===== src/logic/lad_pkg.sv =====
/*
  lad_pkg: register offsets, reset values, field positions, limits and
  timing constants of the receive line alarm detector.
  assumes: a 10 MHz framer clock and an 8-bit host register port.
*/
package lad_pkg;

   // register offsets
   localparam logic [7:0] LAD_OFF_STATE     = 8'hb9;
   localparam logic [7:0] LAD_OFF_IRQ_EN    = 8'hba;
   localparam logic [7:0] LAD_OFF_FLAGS     = 8'hbb;
   localparam logic [7:0] LAD_OFF_SYNC_DECL = 8'hbc;
   localparam logic [7:0] LAD_OFF_SYNC_CLR  = 8'hbd;
   localparam logic [7:0] LAD_OFF_REM_DECL  = 8'hbe;
   localparam logic [7:0] LAD_OFF_REM_CLR   = 8'hbf;
   localparam logic [7:0] LAD_OFF_BLUE_DECL = 8'hc0;
   localparam logic [7:0] LAD_OFF_BLUE_CLR  = 8'hc1;
   localparam logic [7:0] LAD_OFF_MODE      = 8'hc8;

   // reset values
   localparam logic [7:0] LAD_RST_SYNC_DECL = 8'h3f;
   localparam logic [7:0] LAD_RST_SYNC_CLR  = 8'h7f;
   localparam logic [7:0] LAD_RST_REM_DECL  = 8'h0a;
   localparam logic [7:0] LAD_RST_REM_CLR   = 8'h0a;
   localparam logic [7:0] LAD_RST_BLUE_DECL = 8'h3f;
   localparam logic [7:0] LAD_RST_BLUE_CLR  = 8'h3f;
   localparam logic [2:0] LAD_RST_IRQ_EN    = 3'h0;
   localparam logic [2:0] LAD_RST_FLAGS     = 3'h0;

   // field positions inside state, enable and change registers
   localparam int LAD_BIT_BLUE   = 2;
   localparam int LAD_BIT_REMOTE = 1;
   localparam int LAD_BIT_SYNC   = 0;

   // framing formats
   typedef enum logic [2:0] {
      LAD_T1_SF, LAD_SLC96, LAD_T1_ESF, LAD_T1_DM, LAD_J1_SF, LAD_J1_ESF
   } lad_mode_t;

   // window counts
   localparam logic [7:0]  LAD_BLUE_DECL_LT  = 8'h3d;
   localparam logic [7:0]  LAD_BLUE_CLR_GT   = 8'h3c;
   localparam logic [7:0]  LAD_SF_DECL_LT    = 8'h4d;
   localparam logic [7:0]  LAD_SF_CLR_GT     = 8'h4c;
   localparam logic [7:0]  LAD_ESF_DECL_GT   = 8'h07;
   localparam logic [7:0]  LAD_ESF_CLR_LT    = 8'h08;
   localparam logic [7:0]  LAD_DM_DECL_LT    = 8'h04;
   localparam logic [7:0]  LAD_DM_CLR_GT     = 8'h03;
   localparam logic [7:0]  LAD_J1SF_DECL_LT  = 8'h04;
   localparam logic [7:0]  LAD_J1SF_CLR_GT   = 8'h03;
   localparam logic [7:0]  LAD_J1ESF_DECL_LT = 8'h03;
   localparam logic [7:0]  LAD_J1ESF_CLR_GT  = 8'h02;
   localparam logic [15:0] LAD_ESF_PATTERN   = 16'hff00;
   localparam logic [7:0]  LAD_COUNT_MAX     = 8'hff;

   // timing
   localparam int unsigned LAD_CLK_HZ      = 10_000_000;
   localparam int unsigned LAD_WINDOW_MS   = 40;
   localparam int unsigned LAD_SYNC_CLR_MS = 120;
   localparam int unsigned LAD_WINDOW_CYC  = LAD_WINDOW_MS * (LAD_CLK_HZ / 1000);
   localparam int unsigned LAD_SYNC_CLR_WIN = LAD_SYNC_CLR_MS / LAD_WINDOW_MS;

endpackage


===== src/logic/lad_persist_if.sv =====
/*
  lad_persist_if: one alarm's window verdicts, thresholds and state.
  assumes: driven by the detector core, read by one persistence judge.
*/
`timescale 1ns/100ps
interface lad_persist_if;
   logic       winEnd;
   logic       declare;
   logic       clear;
   logic [9:0] needN;
   logic [9:0] needM;
   logic       alarm;

   modport core  (output winEnd, output declare, output clear,
                  output needN, output needM, input alarm);
   modport judge (input winEnd, input declare, input clear,
                  input needN, input needM, output alarm);
endinterface


===== src/logic/lad_alarm_detect.sv =====
/*
  lad_alarm_detect: receive line alarm detector for one T1/J1 channel,
  with its host registers, change flags and interrupt output.
  assumes: all line strobes and the in-sync level come from framer logic
  on mclk; the host port never holds write and read strobes together.
*/
// The plain strobed port was chosen for this implementation.
`timescale 1ns/100ps
// Notes on behaviour
// - blue alarm sets after N windows each with fewer than 61 zeros.
// - blue alarm clears after M windows each with more than 60 zeros.
// - remote alarm is judged only over windows spent wholly in sync.
// - T1 SF or SLC-96: fewer than 77 bit-2 ones declares remote.
// - T1 SF or SLC-96: more than 76 bit-2 ones clears remote.
// - T1 ESF: more than 7 sliding 0xFF00 patterns declares remote.
// - T1 ESF: fewer than 8 sliding 0xFF00 patterns clears remote.
// - T1 DM: fewer than 4 ones on the Y bit declares remote.
// - T1 DM: more than 3 ones on the Y bit clears remote.
// - J1 SF: fewer than 4 zeros on frame-12 F bit declares remote.
// - J1 SF: more than 3 zeros on frame-12 F bit clears remote.
// - J1 ESF: fewer than 3 data link zeros declares remote.
// - J1 ESF: more than 2 data link zeros clears remote.
// - sync loss declares after N whole windows out of frame.
// - sync loss clears after M times 120 ms in frame.
// - each change flag sets on any toggle of its alarm state.
// - change flags stay set until software writes one to them.
// - interrupt low while any flag is set with its enable high.
// - each alarm has its own 8-bit declare and clear counts.
module lad_alarm_detect
   import lad_pkg::*;
#(
   parameter int unsigned WIN_CYC = LAD_WINDOW_CYC
)(
   input  wire logic       mclk,
   input  wire logic       arst_n,
   input  wire logic [7:0] regAddr,
   input  wire logic [7:0] regWdata,
   input  wire logic       regWr,
   input  wire logic       regRd,
   output logic [7:0]      regRdata,
   input  wire logic       inSync,
   input  wire logic       rxBitValid,
   input  wire logic       rxBit,
   input  wire logic       chanBit2Valid,
   input  wire logic       chanBit2,
   input  wire logic       yBitValid,
   input  wire logic       yBit,
   input  wire logic       fBit12Valid,
   input  wire logic       fBit12,
   input  wire logic       dataLinkBitsValid,
   input  wire logic       dataLinkBits,
   output logic            alarmIrqN
);

   function automatic logic regHit(input logic [7:0] a, input logic [7:0] off);
      return a == off;
   endfunction

   // returns {declare, clear} for the remote alarm in the given format
   function automatic logic [1:0] remoteJudge(input lad_mode_t m, input logic [7:0] c);
      logic [1:0] v;
      v = 2'b00;
      case (m)
         LAD_T1_ESF: begin
            v = {c > LAD_ESF_DECL_GT, c < LAD_ESF_CLR_LT};
         end
         LAD_T1_DM: begin
            v = {c < LAD_DM_DECL_LT, c > LAD_DM_CLR_GT};
         end
         LAD_J1_SF: begin
            v = {c < LAD_J1SF_DECL_LT, c > LAD_J1SF_CLR_GT};
         end
         LAD_J1_ESF: begin
            v = {c < LAD_J1ESF_DECL_LT, c > LAD_J1ESF_CLR_GT};
         end
         default: begin
            v = {c < LAD_SF_DECL_LT, c > LAD_SF_CLR_GT};
         end
      endcase
      return v;
   endfunction

   // host registers
   logic [2:0]  irqEn_r;
   logic [2:0]  flags_r;
   logic [2:0]  flags_nxt;
   logic [7:0]  syncDeclN_r;
   logic [7:0]  syncClrM_r;
   logic [7:0]  remDeclN_r;
   logic [7:0]  remClrM_r;
   logic [7:0]  blueDeclN_r;
   logic [7:0]  blueClrM_r;
   lad_mode_t   mode_r;
   logic [7:0]  rdata_r;
   logic [7:0]  rdMux;

   // window timing and line observation
   logic [18:0] winCnt_r;
   logic        winEnd;
   logic        winDone_r;
   logic        syncWhole_r;
   logic        oosWhole_r;
   logic        syncSnap_r;
   logic        oosSnap_r;
   logic [15:0] dlShift_r;
   logic [15:0] dlShift_nxt;
   logic        patMatch;
   logic        blueEvent;
   logic        remEvent;
   logic [7:0]  blueCount;
   logic [7:0]  remCount;
   logic [1:0]  remVerdict;

   // alarm states and toggles
   logic [2:0]  alarmVec;
   logic [2:0]  alarmPrev_r;
   logic [2:0]  alarmChg;
   logic        wrFlags;

   lad_persist_if pif [3] ();

   assign winEnd = (winCnt_r == 19'(WIN_CYC - 1));

   always_ff @(posedge mclk or negedge arst_n) begin
      if (!arst_n) begin
         winCnt_r  <= 19'h0_0000;
         winDone_r <= 1'b0;
      end else begin
         winCnt_r  <= winEnd ? 19'h0_0000 : winCnt_r + 19'h0_0001;
         winDone_r <= winEnd;
      end
   end

   // whole-window sync tracking; a window that saw both states decides nothing
   always_ff @(posedge mclk or negedge arst_n) begin
      if (!arst_n) begin
         syncWhole_r <= 1'b1;
         oosWhole_r  <= 1'b1;
         syncSnap_r  <= 1'b0;
         oosSnap_r   <= 1'b0;
      end else if (winEnd) begin
         syncSnap_r  <= syncWhole_r && inSync;
         oosSnap_r   <= oosWhole_r && !inSync;
         syncWhole_r <= 1'b1;
         oosWhole_r  <= 1'b1;
      end else begin
         syncWhole_r <= syncWhole_r && inSync;
         oosWhole_r  <= oosWhole_r && !inSync;
      end
   end

   // sliding data link pattern, first received bit lands in the top bit
   assign dlShift_nxt = {dlShift_r[14:0], dataLinkBits};
   assign patMatch    = dataLinkBitsValid && (dlShift_nxt == LAD_ESF_PATTERN);

   always_ff @(posedge mclk or negedge arst_n) begin
      if (!arst_n) begin
         dlShift_r <= 16'h0000;
      end else if (dataLinkBitsValid) begin
         dlShift_r <= dlShift_nxt;
      end
   end

   assign blueEvent = rxBitValid && !rxBit;

   // remote events only count while in frame
   always_comb begin
      remEvent = 1'b0;
      case (mode_r)
         LAD_T1_ESF: remEvent = patMatch;
         LAD_T1_DM:  remEvent = yBitValid && yBit;
         LAD_J1_SF:  remEvent = fBit12Valid && !fBit12;
         LAD_J1_ESF: remEvent = dataLinkBitsValid && !dataLinkBits;
         default:    remEvent = chanBit2Valid && chanBit2;
      endcase
      remEvent = remEvent && inSync;
   end

   lad_win_count u_blue_count (
      .mclk      (mclk),
      .arst_n    (arst_n),
      .winEnd    (winEnd),
      .event_i   (blueEvent),
      .lastCount (blueCount),
      .done      ()
   );

   lad_win_count u_rem_count (
      .mclk      (mclk),
      .arst_n    (arst_n),
      .winEnd    (winEnd),
      .event_i   (remEvent),
      .lastCount (remCount),
      .done      ()
   );

   assign remVerdict = remoteJudge(mode_r, remCount);

   assign pif[LAD_BIT_BLUE].winEnd  = winDone_r;
   assign pif[LAD_BIT_BLUE].declare = blueCount < LAD_BLUE_DECL_LT;
   assign pif[LAD_BIT_BLUE].clear   = blueCount > LAD_BLUE_CLR_GT;
   assign pif[LAD_BIT_BLUE].needN   = {2'b00, blueDeclN_r};
   assign pif[LAD_BIT_BLUE].needM   = {2'b00, blueClrM_r};

   // out-of-frame windows are skipped, not failed, so the count holds
   assign pif[LAD_BIT_REMOTE].winEnd  = winDone_r && syncSnap_r;
   assign pif[LAD_BIT_REMOTE].declare = remVerdict[1];
   assign pif[LAD_BIT_REMOTE].clear   = remVerdict[0];
   assign pif[LAD_BIT_REMOTE].needN   = {2'b00, remDeclN_r};
   assign pif[LAD_BIT_REMOTE].needM   = {2'b00, remClrM_r};

   assign pif[LAD_BIT_SYNC].winEnd  = winDone_r;
   assign pif[LAD_BIT_SYNC].declare = oosSnap_r;
   assign pif[LAD_BIT_SYNC].clear   = syncSnap_r;
   assign pif[LAD_BIT_SYNC].needN   = {2'b00, syncDeclN_r};
   assign pif[LAD_BIT_SYNC].needM   = 10'(syncClrM_r * LAD_SYNC_CLR_WIN);

   for (genvar g = 0; g < 3; g++) begin : g_alarm
      lad_persist u_persist (
         .mclk   (mclk),
         .arst_n (arst_n),
         .pif    (pif[g])
      );
      assign alarmVec[g] = pif[g].alarm;
   end

   // change flags: a toggle in the clearing cycle wins over the clear
   assign alarmChg  = alarmVec ^ alarmPrev_r;
   assign wrFlags   = regWr && regHit(regAddr, LAD_OFF_FLAGS);
   assign flags_nxt = (flags_r & ~(wrFlags ? regWdata[2:0] : 3'h0)) | alarmChg;

   always_ff @(posedge mclk or negedge arst_n) begin
      if (!arst_n) begin
         alarmPrev_r <= 3'h0;
         flags_r     <= LAD_RST_FLAGS;
      end else begin
         alarmPrev_r <= alarmVec;
         flags_r     <= flags_nxt;
      end
   end

   always_ff @(posedge mclk or negedge arst_n) begin
      if (!arst_n) begin
         irqEn_r     <= LAD_RST_IRQ_EN;
         syncDeclN_r <= LAD_RST_SYNC_DECL;
         syncClrM_r  <= LAD_RST_SYNC_CLR;
         remDeclN_r  <= LAD_RST_REM_DECL;
         remClrM_r   <= LAD_RST_REM_CLR;
         blueDeclN_r <= LAD_RST_BLUE_DECL;
         blueClrM_r  <= LAD_RST_BLUE_CLR;
         mode_r      <= LAD_T1_SF;
      end else if (regWr) begin
         case (regAddr)
            LAD_OFF_IRQ_EN:    irqEn_r     <= regWdata[2:0];
            LAD_OFF_SYNC_DECL: syncDeclN_r <= regWdata;
            LAD_OFF_SYNC_CLR:  syncClrM_r  <= regWdata;
            LAD_OFF_REM_DECL:  remDeclN_r  <= regWdata;
            LAD_OFF_REM_CLR:   remClrM_r   <= regWdata;
            LAD_OFF_BLUE_DECL: blueDeclN_r <= regWdata;
            LAD_OFF_BLUE_CLR:  blueClrM_r  <= regWdata;
            LAD_OFF_MODE:      mode_r      <= lad_mode_t'(regWdata[2:0]);
            default: begin
            end
         endcase
      end
   end

   always_comb begin
      case (regAddr)
         LAD_OFF_STATE:     rdMux = {5'h00, alarmVec};
         LAD_OFF_IRQ_EN:    rdMux = {5'h00, irqEn_r};
         LAD_OFF_FLAGS:     rdMux = {5'h00, flags_r};
         LAD_OFF_SYNC_DECL: rdMux = syncDeclN_r;
         LAD_OFF_SYNC_CLR:  rdMux = syncClrM_r;
         LAD_OFF_REM_DECL:  rdMux = remDeclN_r;
         LAD_OFF_REM_CLR:   rdMux = remClrM_r;
         LAD_OFF_BLUE_DECL: rdMux = blueDeclN_r;
         LAD_OFF_BLUE_CLR:  rdMux = blueClrM_r;
         LAD_OFF_MODE:      rdMux = {5'h00, mode_r};
         default:           rdMux = 8'h00;
      endcase
   end

   // read data stands for exactly one cycle, zero otherwise
   always_ff @(posedge mclk or negedge arst_n) begin
      if (!arst_n) begin
         rdata_r <= 8'h00;
      end else begin
         rdata_r <= regRd ? rdMux : 8'h00;
      end
   end

   assign regRdata  = rdata_r;
   assign alarmIrqN = ~|(flags_r & irqEn_r);
endmodule


===== src/logic/lad_persist.sv =====
/*
  lad_persist: counts consecutive qualifying windows and flips one alarm.
  assumes: verdicts are valid only in the cycle winEnd is high.
*/
`timescale 1ns/100ps
module lad_persist
   import lad_pkg::*;
(
   input  wire logic   mclk,
   input  wire logic   arst_n,
   lad_persist_if.judge pif
);
   logic [9:0] cnt_r;
   logic [9:0] cntInc;
   logic       alarm_r;

   assign cntInc = cnt_r + 10'h001;

   // a threshold of zero acts like one: the first qualifying window decides
   always_ff @(posedge mclk or negedge arst_n) begin
      if (!arst_n) begin
         cnt_r   <= 10'h000;
         alarm_r <= 1'b0;
      end else if (pif.winEnd) begin
         if (!alarm_r && pif.declare) begin
            if (cntInc >= pif.needN) begin
               alarm_r <= 1'b1;
               cnt_r   <= 10'h000;
            end else begin
               cnt_r <= cntInc;
            end
         end else if (alarm_r && pif.clear) begin
            if (cntInc >= pif.needM) begin
               alarm_r <= 1'b0;
               cnt_r   <= 10'h000;
            end else begin
               cnt_r <= cntInc;
            end
         end else begin
            cnt_r <= 10'h000;
         end
      end
   end

   assign pif.alarm = alarm_r;
endmodule


===== src/logic/lad_win_count.sv =====
/*
  lad_win_count: saturating event counter over one fixed window.
  assumes: winEnd is a one-cycle pulse on the same clock as the events.
*/
`timescale 1ns/100ps
module lad_win_count
   import lad_pkg::*;
(
   input  wire logic       mclk,
   input  wire logic       arst_n,
   input  wire logic       winEnd,
   input  wire logic       event_i,
   output logic [7:0]      lastCount,
   output logic            done
);
   logic [7:0] cnt_r;
   logic [7:0] cnt_nxt;
   logic [7:0] last_r;
   logic       done_r;

   // saturate so a busy line never wraps back below a limit
   always_comb begin
      cnt_nxt = cnt_r;
      if (event_i && cnt_r != LAD_COUNT_MAX) begin
         cnt_nxt = cnt_r + 8'h01;
      end
   end

   always_ff @(posedge mclk or negedge arst_n) begin
      if (!arst_n) begin
         cnt_r  <= 8'h00;
         last_r <= 8'h00;
         done_r <= 1'b0;
      end else if (winEnd) begin
         last_r <= cnt_nxt;
         cnt_r  <= 8'h00;
         done_r <= 1'b1;
      end else begin
         cnt_r  <= cnt_nxt;
         done_r <= 1'b0;
      end
   end

   assign lastCount = last_r;
   assign done      = done_r;
endmodule


===== config.mk =====
export PLATFORM = sky130hd
export DESIGN_NAME = lad_alarm_detect
export DESIGN_NICKNAME = d
export VERILOG_FILES = /design/src/logic/lad_pkg.sv /design/src/logic/lad_persist_if.sv /design/src/logic/lad_alarm_detect.sv /design/src/logic/lad_persist.sv /design/src/logic/lad_win_count.sv
export SDC_FILE = /design/constraint.sdc
export NUM_CORES = 1
export LEC_CHECK = 0
export BUFFER_PORTS_ARGS = -buffer_cell sky130_fd_sc_hd__buf_4
export CELL_PAD_IN_SITES_DETAIL_PLACEMENT = 0
export CELL_PAD_IN_SITES_GLOBAL_PLACEMENT = 1
export CORE_MARGIN = 2
export CORE_UTILIZATION = 39
export DETAILED_ROUTE_END_ITERATION = 6
export PLACE_DENSITY_LB_ADDON = 0.1
export SLEW_MARGIN = 40
export SYNTH_ARGS = -nofsm -noshare
export SYNTH_HDL_FRONTEND = slang
export SYNTH_SLANG_ARGS = --single-unit

===== constraint.sdc =====
create_clock -name mclk -period 10.46 [get_ports mclk]
set_clock_uncertainty 0.2 [all_clocks]
set_input_delay 1.046 -clock mclk [delete_from_list [all_inputs] [get_ports mclk]]
set_output_delay 1.046 -clock mclk [all_outputs]
set_load 0.1 [all_outputs]

After elaboration in Yosys (flattened, before gate mapping)

Cells that the tools add are included.

Flip-flop bits (word level): 172
Output and inout bits: 9
Logic and storage cells: 159

Add/sub/neg operators: 6
Multipliers: 1
Order comparisons: 16
Equality and inequality tests: 21
Multiplexer cells: 36
Bitwise logic cells: 5
Reductions and logical operators: 46

Operators with widths:

| operator                                                              | number |
|---|---|
| 10-bit 2-to-1 mux                                                     | 12 |
| 8-bit == test (second input constant)                                 | 10 |
| 8-bit case mux with 10 select lines                                   | 1 |
| 10-bit by 8-bit greater-or-equal comparator with 1-bit output         | 5 |
| 8-bit 2-to-1 mux                                                      | 5 |
| 10-bit by 1-bit adder with 10-bit output (second input constant)      | 3 |
| 19-bit by 1-bit adder with 19-bit output (second input constant)      | 1 |
| 19-bit == test (second input constant)                                | 1 |
| 1-bit logical AND                                                     | 19 |
| 19-bit 2-to-1 mux                                                     | 1 |
| 8-bit by 1-bit adder with 8-bit output (second input constant)        | 2 |
| 16-bit == test (second input constant)                                | 1 |
| 8-bit by 2-bit > comparator with 1-bit output (second input constant) | 2 |
| 8-bit != test (second input constant)                                 | 2 |
| 2-bit AND reduction                                                   | 8 |
| 1-bit 2-to-1 mux                                                      | 14 |
| 4-bit AND reduction                                                   | 3 |
| 2-bit nonzero test                                                    | 6 |
| 10-bit greater-or-equal comparator                                    | 1 |
| 8-bit by 2-bit multiplier with 10-bit output (second input constant)  | 1 |
| 8-bit by 3-bit > comparator with 1-bit output (second input constant) | 1 |
| 8-bit by 6-bit > comparator with 1-bit output (second input constant) | 1 |
| 8-bit by 7-bit > comparator with 1-bit output (second input constant) | 1 |
| 1-bit zero test                                                       | 8 |
| 17 further kinds                                                      | 22 |

Longest topological paths before layout

Gate-level depths: netlist of run 1.

Word-level depth: 7
Mapped depth: 16

Hierarchy

Synthesis of run 1 repeated with hierarchy kept, for this count alone.

Cell total of the unflattened synthesis: 1037
Area, all modules: 10613.9 sq um

Modules (own cells, without submodules):

| module           | times used | cells each | area an instance (sq um) | sequential area each (sq um) |
|---|---|---|---|---|
| lad_alarm_detect | 1          | 445        | 5353.9                   | 2716.4 |
| lad_persist      | 3          | 132        | 1098.6                   | 275.3 |
| lad_win_count    | 2          | 98         | 982.2                    | 425.4 |

Worst setup path before layout of run 1

Ideal clock, no wire load.

Path type: flip-flop to output port
From: register flags_r[2]
To: output alarmIrqN
Arrival time: 2.803 ns
Data required time: 9.214 ns
Path slack: 6.411 ns
Cell stages (with the launch flop): 2
Path buffers: 0
Cell sequence: dfrtp_1 > a222oi_1

Longest elaborated chain between the ends: 3

RTL lines:

| item                     | line                    | RTL |
|---|---|---|
| start: declaration       | lad_alarm_detect.sv:85  | `logic [2:0] flags_r;` |
| start signal: assignment | lad_alarm_detect.sv:238 | `flags_r <= flags_nxt;` |
| 3-bit bitwise AND        | lad_alarm_detect.sv:294 | `assign alarmIrqN = ~\|(flags_r & irqEn_r);` |
| 3-bit OR reduction       | lad_alarm_detect.sv:294 |  |
| 1-bit zero test          | lad_alarm_detect.sv:294 |  |
| end: declaration         | lad_alarm_detect.sv:52  | `output logic alarmIrqN` |

No other way between the ends.

Final worst setup path of run 1

From: register syncClrM_r[1]
To: register g_alarm[0].u_persist.cnt_r[0]

Longest elaborated chain between the ends: 5

RTL lines:

| item                                         | line                    | RTL |
|---|---|---|
| start: declaration                           | lad_alarm_detect.sv:88  | `logic [7:0] syncClrM_r;` |
| start signal: assignment                     | lad_alarm_detect.sv:256 | `LAD_OFF_SYNC_CLR: syncClrM_r <= regWdata;` |
| 8-bit by 2-bit multiplier with 10-bit output | lad_alarm_detect.sv:216 | `assign pif[LAD_BIT_SYNC].needM = 10'(syncClrM_r * LAD_SYNC_CLR_WIN);` |
| 10-bit greater-or-equal comparator           | lad_persist.sv:33       | `if (cntInc >= pif.needM) begin` |
| 10-bit 2-to-1 mux                            | lad_persist.sv:33       |  |
| 10-bit 2-to-1 mux                            | lad_persist.sv:32       | `end else if (alarm_r && pif.clear) begin` |
| 10-bit 2-to-1 mux                            | lad_persist.sv:25       | `if (!alarm_r && pif.declare) begin` |
| end signal: assignment                       | lad_persist.sv:30       | `cnt_r <= cntInc;` |
| end signal: assignment                       | lad_persist.sv:37       | `cnt_r <= cntInc;` |
| end: declaration                             | lad_persist.sv:13       | `logic [9:0] cnt_r;` |

No other way between the ends.
A chain may end at the register's enable or synchronous reset.

==> reports/results.tsv, run 1 <==
stage	metric	value	unit
run_status	outcome	complete, no violations	
synth	avgSynthCellArea	10.2	um^2
floorplan	rows	57	
clocking	cts_tree	built	
pwr	peakVddDrop	0.0000874	V
grt	antenna_found_initial	0	
finish	nets	1065	
worst_setup_path	path_buf_inv	2	
route	vias	6745	
finish	largest_reg_flops	30	
pwr	p_switching	0.461	mW
pwr	p_int	1.14	mW
route	drtAntennaViolNets	0	
timing	setup_viol	0	
finish	largest_registers	g_alarm.u_persist.cnt_r (30), winCnt_r (19), dlShift_r (15)	
clocking	cts_buffers	17	
finish	antennaDiodeCount	0	
worst_setup_path	cp_data_arrival_time	4.40	ns
placement	gp_congestion	0.780	
synth	yosys-top-cells-count	dfrtp_1, nand2_1, mux2_2, nor2_1, ha_1	
grt	grt_pass1_vias	6789	
timing	slew_headroom	58.8	%
worst_setup_path	crit_fanout	10	
worst_setup_path	critical_path.max_stage_delay	0.57	ns
clocking	cts_root_buf	clkbuf_16	
synth	ys_seq_area_share	45.7	%
route	avgViaCountPerCell	5.17	
synth	synth_ff_type	dfrtp_1	
timing	rsz0062_at_grt	false	
synth	yosys-top-cells-area	dfrtp_1, dfstp_2, ha_1	
synth	synth_edf_count	0	
worst_setup_path	path_delay_family	compound AO/OA/AOI/OAI gates	
grt	overflow	0	
clocking	cts.clk_slew.worst_paths	0.08	ns
worst_setup_path	crit_required	10.64	ns
synth	ys_warn_count	0	
grt	grt_usage	18.0	%
finish	fill_cells	2358	
timing	drv_slew	0	
floorplan	die_h	160	um
grt	grt_max_degree	58	
synth	syn_nets	1025	
route	drc	0	
finish	drive_above_1_share	19.0	%
route	avgRoutedWirePerCell	16.9	um
grt	grt_pass1_wl	36.6	mm
worst_setup_path	setup.worst_path.end_class	flop	
timing	finalCriticalPeriod	4.22	ns
worst_setup_path	crit_top_cell	a21o_1	
placement	numPlacedInstances	1271	
pwr	sw_frac_of_total	28.9	%
worst_setup_path	crit_path_start_kind	flop	
synth	synth.distinct_cells	66	
synth	yosysTopAreaCellShare	37.1	%
clocking	clock_latency	0.44	ns
worst_setup_path	criticalPathCategory	reg2reg	
synth	async_flop_share	100	%
worst_setup_path	cp_slowest_cell	dfstp_2	
finish	top_register	g_alarm.u_persist.cnt_r	
clocking	hold_buffers	0	
job	maxCapViolations	0	
floorplan	io_pins	40	
worst_setup_path	worstPathCellList	ha_1 > inv_1 > fa_1 > inv_1 > a21oi_1 > o21bai_1 > a21o_1 > a21o_1 > xnor2_1 > ha_1 > a21o_1 > a21o_1 > a221oi_1 > a32oi_2 > nor2_1 > mux2_2	
clocking	post_cts_resized	0	
route	first_pass_iters	5	
floorplan	start_util	39.4	%
clocking	cts_sinks	172	
clocking	ctsLongestPathBuffers	2	
route	drtIter0Drc	353	
timing	tightestPinTransition	0.616	ns
timing	finalCritPeriodShare	40.4	%
pwr	p_per_area	148	nW/um^2
synth	syn-instance-count	928	
timing	fmax	0.237	GHz
finish	fin_cells	1305	
pwr	power.share.clock	40.5	%
pwr	pwr-share-seq	48.0	%
clocking	post_cts_buffers	0	
floorplan	core	24100	um^2
finish	multi_input_area	4850	um^2
finish	syn_to_final_growth	13.5	%
synth	yosysMostFrequentCell	dfrtp_1	
finish	regArea	4340	um^2
synth	synth-seq-cells	172	
synth	synth.largest_area_cell	dfrtp_1	
floorplan	die_area	25600	um^2
placement	io_buffer_count	39	
timing	hold_viol	0	
route	wl	22.1	mm
pwr	combPwrFrac	11.5	%
pwr	leakagePower	4.96	nW
clocking	htreeDepth	4	
min_path	hold_class	reg2reg	
timing	tns	0	ns
floorplan	fp.dieW	160	um
synth	synth_area	9500	um^2
placement	dp_hpwl	15.9	mm
==> logic make-up (layout without fill, tap and decap cells) <==
group	count (synthesis)	in the layout	share of synthesized area, %
compound gates	165	165	11.8
xor+xnor	59	59	5.44
fa+ha+maj	66	66	8.77
buf+inv	82	135	3.29
flops	172	172	45.7
mux	84	84	9.73
simple gates	300	300	15.3
==> placed cells by master, fill, tap and decap left out, types with 4 or more instances in the layout <==
cell type	instances
o2bb2ai_1	7
dfrtp_1	141
a21oi_1	22
nand2_1	102
a211oi_1	4
mux2_2	67
buf_4	42
and4_1	5
o21ai_0	49
inv_1	56
nor2b_1	9
nor4_1	6
nand4_1	13
ha_1	65
o21ai_1	8
dfstp_2	31
clkbuf_16	17
inv_8	4
a31oi_1	8
xnor2_1	31
nor2_1	67
a22o_1	5
inv_6	5
a21o_1	16
a221oi_1	12
xor2_1	28
mux2i_1	17
nand3_1	35
nor3_1	5
and3_1	20
clkinv_8	4
nand2b_1	12
and2_1	6
==> area by class of cell <==
cell class	instances	share of cell area [%]
clock buffer	18	4.07
inverter	57	1.98
timing repair buffer	46	3.45
sequential	172	40.3
multi-input combinational	674	45.0
tap	324	3.76
clock inverter	14	1.50
==> final timing paths <==
check,slack [ns],cells past startpoint,end,start
max in group asynchronous,8.65,3,syncDeclN_r[0],arst_n
min in group asynchronous,0.32,1,remDeclN_r[4],arst_n
worst min-delay path,0.27,1,g_alarm[2].u_persist.cnt_r[9],pif[0].winEnd
worst min register to register,0.27,1,g_alarm[2].u_persist.cnt_r[9],pif[0].winEnd
worst max register to register,6.24,16,g_alarm[0].u_persist.cnt_r[0],syncClrM_r[1]
worst max-delay path,6.24,16,g_alarm[0].u_persist.cnt_r[0],syncClrM_r[1]
==> per-stage QoR <==
step	total power [mW]	instance area (um^2)	setup WS [ns]	util, %	hold WS [ns]
after floorplan	0.894	9500	6.41	-	0.248
after global placement	0.962	10100	6.36	42.0	0.259
after detailed placement	0.964	10200	6.30	42.1	0.269
after CTS	1.62	10800	6.25	44.6	0.280
after global routing	1.67	10800	5.97	44.7	0.296
final	1.60	10800	6.24	44.7	0.274
==> power by group through the flow <==
stage	clock, mW	sequential (mW)	combinational, mW
CTS	0.666	0.767	0.187
finish	0.647	0.767	0.184
floorplan	0	0.766	0.128
global placement	0	0.779	0.184
global route	0.689	0.775	0.211
detailed placement	0	0.779	0.185
==> metal layers <==
metal	part of all wire, %	track usage (%)	up-vias
li1	-	-	3372
met1	50	25.5	3260
met2	46	28.3	96
met3	3.2	3.82	17
met4	1.0	4.46	0
met5	0	0	-
(Power assumes the default switching activity.)
==> inputs of run 2 (changes only) <==
==> constraint.sdc (replaced) <==
create_clock -name mclk -period 4.3 [get_ports mclk]
set_clock_uncertainty 0.2 [all_clocks]
set_input_delay 0.43 -clock mclk [delete_from_list [all_inputs] [get_ports mclk]]
set_output_delay 0.43 -clock mclk [all_outputs]
set_load 0.1 [all_outputs]
==> reports/results.tsv, run 2 (synthesis results as in run 1) <==
stage	metric	value	unit	change
floorplan	fp.dieW	160	um	unchanged
min_path	hold_class	in2reg		
pwr	peakVddDrop	0.000232	V	+170%
route	drtAntennaViolNets	0		unchanged
grt	grt_max_degree	97		+67%
placement	io_buffer_count	39		unchanged
clocking	cts_buffers	17		unchanged
route	avgRoutedWirePerCell	16.8	um	-0.67%
clocking	ctsLongestPathBuffers	2		unchanged
worst_setup_path	crit_path_start_kind	flop		
placement	dp_hpwl	15.9	mm	+0.13%
floorplan	die_h	160	um	unchanged
route	first_pass_iters	4		-1
worst_setup_path	criticalPathCategory	reg2reg		
pwr	p_per_area	360	nW/um^2	+140%
timing	tightestPinTransition	0.805	ns	+0.190 ns
finish	fin_cells	1306		+0.077%
placement	gp_congestion	0.794		+1.7%
finish	drive_above_1_share	19.1	%	+0.18 points
pwr	leakagePower	4.97	nW	+0.20%
grt	grt_pass1_vias	6831		+0.62%
timing	fin_ws	0.360	ns	-5.88 ns
route	avgViaCountPerCell	5.15		-0.30%
finish	largest_reg_flops	30		unchanged
floorplan	start_util	39.4	%	unchanged
finish	antennaDiodeCount	0		unchanged
finish	final_util	44.9	%	+0.11 points
route	vias	6730		-0.22%
timing	finalCriticalPeriod	3.94	ns	-0.282 ns
route	wl	21.9	mm	-0.59%
clocking	cts_sinks	172		unchanged
grt	grt_usage	18.0	%	about the same
worst_setup_path	setup.worst_path.end_class	flop		
timing	rsz0062_at_grt	false		
timing	slew_headroom	46.3	%	-13 points
worst_setup_path	crit_required	4.46	ns	-6.18 ns
timing	drv_slew	0		unchanged
worst_setup_path	cp_data_arrival_time	4.10	ns	-0.30 ns
timing	setup_viol	0		unchanged
placement	placed_area	10200	um^2	+0.19%
clocking	cts.clk_slew.worst_paths	0.08	ns	about the same
timing	tns	0	ns	unchanged
clocking	cts_root_buf	clkbuf_16		
finish	stdcell_area	10800	um^2	+0.26%
finish	nets	1066		+0.094%
clocking	htreeDepth	4		unchanged
route	drtIter0Drc	306		-13%
placement	dp_slack	0.306	ns	-5.99 ns
timing	finalCritPeriodShare	91.6	%	+51 points
floorplan	core	24100	um^2	unchanged
pwr	power	3.90	mW	+140%
finish	largest_registers	g_alarm.u_persist.cnt_r (30), winCnt_r (19), dlShift_r (15)		
placement	numPlacedInstances	1272		+0.079%
finish	top_register	g_alarm.u_persist.cnt_r		
route	drc	0		unchanged
clocking	cts_tree	built		
floorplan	die_area	25600	um^2	unchanged
run_status	outcome	complete, no violations		
floorplan	rows	57		unchanged
worst_setup_path	crit_fanout	9		-1
grt	grt_pass1_wl	36.8	mm	+0.64%
clocking	post_cts_buffers	0		unchanged
job	maxCapViolations	0		unchanged
timing	timing.hold.ws	0.0415	ns	-0.233 ns
grt	antenna_found_initial	0		unchanged
timing	fmax	0.254	GHz	+7.2%
finish	mostFrequentLayoutCell	dfrtp_1		
clocking	clock_latency	0.43	ns	about the same
timing	hold_viol	0		unchanged
finish	syn_to_final_growth	13.8	%	
grt	overflow	0		unchanged
finish	layout_common_cells	dfrtp_1, nand2_1, mux2_2		
floorplan	io_pins	40		unchanged
[run 2: per-layer routing]
layer / GRT usage [%] / up-vias / part of all wire (%)
met4: 2.95 / 0 / 0.57
li1: - / 3373 / -
met2: 27.9 / 73 / 45
met1: 26.6 / 3277 / 51
met5: 0 / - / 0
met3: 3.66 / 7 / 3.0
[run 2: path summary, 6_finish.rpt]
kind,cells after the start,slack [ns],startpoint,endpoint
max,17,0.36,syncClrM_r[1],g_alarm[0].u_persist.cnt_r[8]
min,2,0.04,dataLinkBits,dlShift_r[0]
max reg2reg,17,0.36,syncClrM_r[1],g_alarm[0].u_persist.cnt_r[8]
min reg2reg,2,0.28,syncWhole_r,syncWhole_r
max in group asynchronous,4,2.65,arst_n,oosWhole_r
min in group asynchronous,2,0.24,arst_n,remDeclN_r[5]
[run 2: repair_timing]
item,4_1_cts,5_1_grt
endpoints found under the hold margin,81,0
hold buffers,1,0
setup endpoints to repair,0,6
gates resized for setup,0,1
[run 2: cell type report]
class | count | area, um^2
timing repair buffer | 47 | 395
fill | 2383 | 13300
clock buffer | 18 | 439
sequential | 172 | 4340
tap | 324 | 405
inverter | 57 | 214
multi-input combinational | 674 | 4850
clock inverter | 14 | 161
[run 2: report_power, final]
group,total [mW],switching [mW],internal [mW]
combinational,0.456,0.244,0.213
sequential,1.87,0.110,1.76
clock,1.57,0.773,0.802
[run 2: critical path, stage by stage (launching register included)]
cell and delay, ns:
dfstp_2 0.56, ha_1 0.17, inv_1 0.05, fa_1 0.40, inv_1 0.07, a21oi_1 0.06, o21bai_1 0.21, a21o_1 0.15
a21o_1 0.14, xnor2_1 0.12, ha_1 0.27, a21o_1 0.18, a21o_1 0.17, a221oi_1 0.42, a32oi_2 0.19, buf_4 0.20
o21ai_0 0.15, a22o_1 0.15
==> inputs of run 3 (changes only) <==
==> constraint.sdc (replaced) <==
create_clock -name mclk -period 4.5 [get_ports mclk]
set_clock_uncertainty 0.2 [all_clocks]
set_input_delay 0.45 -clock mclk [delete_from_list [all_inputs] [get_ports mclk]]
set_output_delay 0.45 -clock mclk [all_outputs]
set_load 0.1 [all_outputs]
==> reports/results.tsv, run 3 (synthesis results as in run 1) <==
stage	metric	value	unit	change
finish	nets	1063		-0.28%
floorplan	die_area	25600	um^2	unchanged
pwr	sw_frac_of_total	28.1	%	-0.87 points
timing	tns	0	ns	unchanged
clocking	clock_latency	0.43	ns	about the same
clocking	cts_sinks	172		unchanged
route	vias	6788		+0.86%
pwr	pwr-share-seq	47.7	%	-0.2 points
worst_setup_path	critical_path.max_stage_delay	0.56	ns	about the same
placement	io_buffer_count	39		unchanged
grt	grt_usage	18.0	%	-0.050 points
placement	numPlacedInstances	1270		-0.16%
finish	syn_to_final_growth	13.4	%	
finish	antennaDiodeCount	0		unchanged
placement	gp_congestion	0.778		-2.0%
timing	setup_viol	0		unchanged
clocking	cts_tree	built		
worst_setup_path	path_delay_family	compound AO/OA/AOI/OAI gates		
finish	fill_cells	2368		-0.63%
floorplan	start_util	39.4	%	unchanged
clocking	htreeDepth	4		unchanged
route	avgViaCountPerCell	5.21		+1.1%
finish	largest_reg_flops	30		unchanged
run_status	outcome	complete, no violations		
floorplan	io_pins	40		unchanged
pwr	p_switching	1.05	mW	-7.0%
route	first_pass_iters	6		+2
timing	drv_slew	0		unchanged
timing	slew_headroom	46.1	%	-0.20 points
route	drtIter0Drc	309		+0.98%
finish	regArea	4340	um^2	about the same
worst_setup_path	crit_path_start_kind	flop		
worst_setup_path	crit_fanout	6		-3
finish	final_util	44.7	%	-0.15 points
clocking	cts.clk_slew.worst_paths	0.07	ns	about the same
finish	layout_common_cells	dfrtp_1, nand2_1, nor2_1, mux2_2, ha_1		
timing	rsz0062_at_grt	false		
worst_setup_path	crit_top_cell	a21o_1		
pwr	p_int	2.69	mW	-2.9%
timing	fmax	0.252	GHz	-0.76%
route	wl	21.9	mm	-0.14%
placement	dp_hpwl	15.8	mm	-0.70%
worst_setup_path	crit_required	4.66	ns	+0.20 ns
min_path	hold_class	in2reg		
grt	grt_max_degree	100		+3.1%
worst_setup_path	cp_slowest_cell	dfstp_2		
clocking	cts_root_buf	clkbuf_16		
grt	grt_pass1_wl	36.7	mm	-0.32%
floorplan	die_h	160	um	unchanged
worst_setup_path	cp_data_arrival_time	4.13	ns	+0.03 ns
pwr	combPwrFrac	11.5	%	-0.2 points
route	avgRoutedWirePerCell	16.8	um	about the same
pwr	peakVddDrop	0.000210	V	-9.3%
pwr	p_per_area	347	nW/um^2	-3.8%
worst_setup_path	path_buf_inv	2		-1
pwr	power.share.clock	40.8	%	+0.4 points
grt	grt_pass1_vias	6873		+0.61%
route	drc	0		unchanged
route	drtAntennaViolNets	0		unchanged
pwr	leakagePower	4.95	nW	-0.37%
finish	drive_above_1_share	18.7	%	-0.45 points
finish	largest_registers	g_alarm.u_persist.cnt_r (30), winCnt_r (19), dlShift_r (15)		
timing	finalCriticalPeriod	3.97	ns	+0.0301 ns
finish	fin_cells	1303		-0.23%
finish	multi_input_area	4850	um^2	about the same
finish	top_register	g_alarm.u_persist.cnt_r		
clocking	cts_buffers	17		unchanged
worst_setup_path	criticalPathCategory	reg2reg		
timing	hold_viol	0		unchanged
grt	overflow	0		unchanged
clocking	ctsLongestPathBuffers	2		unchanged
timing	tightestPinTransition	0.808	ns	+0.00297 ns
floorplan	fp.dieW	160	um	unchanged
pwr	power	3.74	mW	-4.1%
floorplan	core	24100	um^2	unchanged
timing	finalCritPeriodShare	88.2	%	-3.4 points
worst_setup_path	worstPathCellList	ha_1 > inv_1 > fa_1 > inv_1 > a21oi_1 > o21bai_1 > a21o_1 > a21o_1 > xnor2_1 > ha_1 > a21o_1 > a21o_1 > a221oi_1 > a32oi_2 > nor2_1 > mux2_2		
finish	mostFrequentLayoutCell	dfrtp_1		
floorplan	rows	57		unchanged
worst_setup_path	setup.worst_path.end_class	flop		
grt	antenna_found_initial	0		unchanged
job	maxCapViolations	0		unchanged
run 3: final cells by class:
type                       instances  share of cell area [%]
multi-input combinational        674                    45.0
clock buffer                      18                    4.08
timing repair buffer              44                    3.24
clock inverter                    14                    1.63
tap                              324                    3.76
inverter                          57                    1.99
sequential                       172                    40.3
run 3: power by group through the flow:
| stage | Clock, mW | Combinational [mW] | Sequential, mW |
|---|---|---|---|
| floorplan | 0 | 0.298 | 1.78 |
| global placement | 0 | 0.431 | 1.81 |
| detailed placement | 0 | 0.436 | 1.81 |
| CTS | 1.57 | 0.440 | 1.78 |
| global route | 1.63 | 0.491 | 1.81 |
| finish | 1.52 | 0.431 | 1.78 |
run 3: stage by stage:
stage | hold slack, ns | area (um^2) | setup WS, ns
floorplan | -0.0456 | 9500 | 0.867
global placement | 0.262 | 10100 | 0.635
detailed placement | 0.264 | 10100 | 0.548
CTS | 0.0324 | 10800 | 0.475
global route | 0.0438 | 10800 | 0.267
finish | 0.0550 | 10800 | 0.530
run 3: final timing paths:
path	from	to	slack, ns	depth (start not counted)
setup / recovery	syncClrM_r[1]	g_alarm[0].u_persist.cnt_r[0]	0.53	16
hold reg to reg	alarmPrev_r[1]	flags_r[1]	0.28	2
setup reg to reg	syncClrM_r[1]	g_alarm[0].u_persist.cnt_r[0]	0.53	16
hold / removal	dataLinkBits	dlShift_r[0]	0.05	2
max in group asynchronous	arst_n	winCnt_r[17]	2.66	3
min in group asynchronous	arst_n	remDeclN_r[5]	0.40	2
run 3: repair_timing:
item,4_1_cts,5_1_grt
hold buffers,1,0
setup buffers,0,0
resized for setup,0,0
endpoints found under the setup margin,0,0
endpoints found under the hold margin,51,0
run 3: layer usage:
layer / wire length [um] / GRT usage (%)
met5: 0 / 0
met4: 338 / 6.43
met3: 793 / 2.91
met2: 9780 / 27.5
met1: 11000 / 25.8
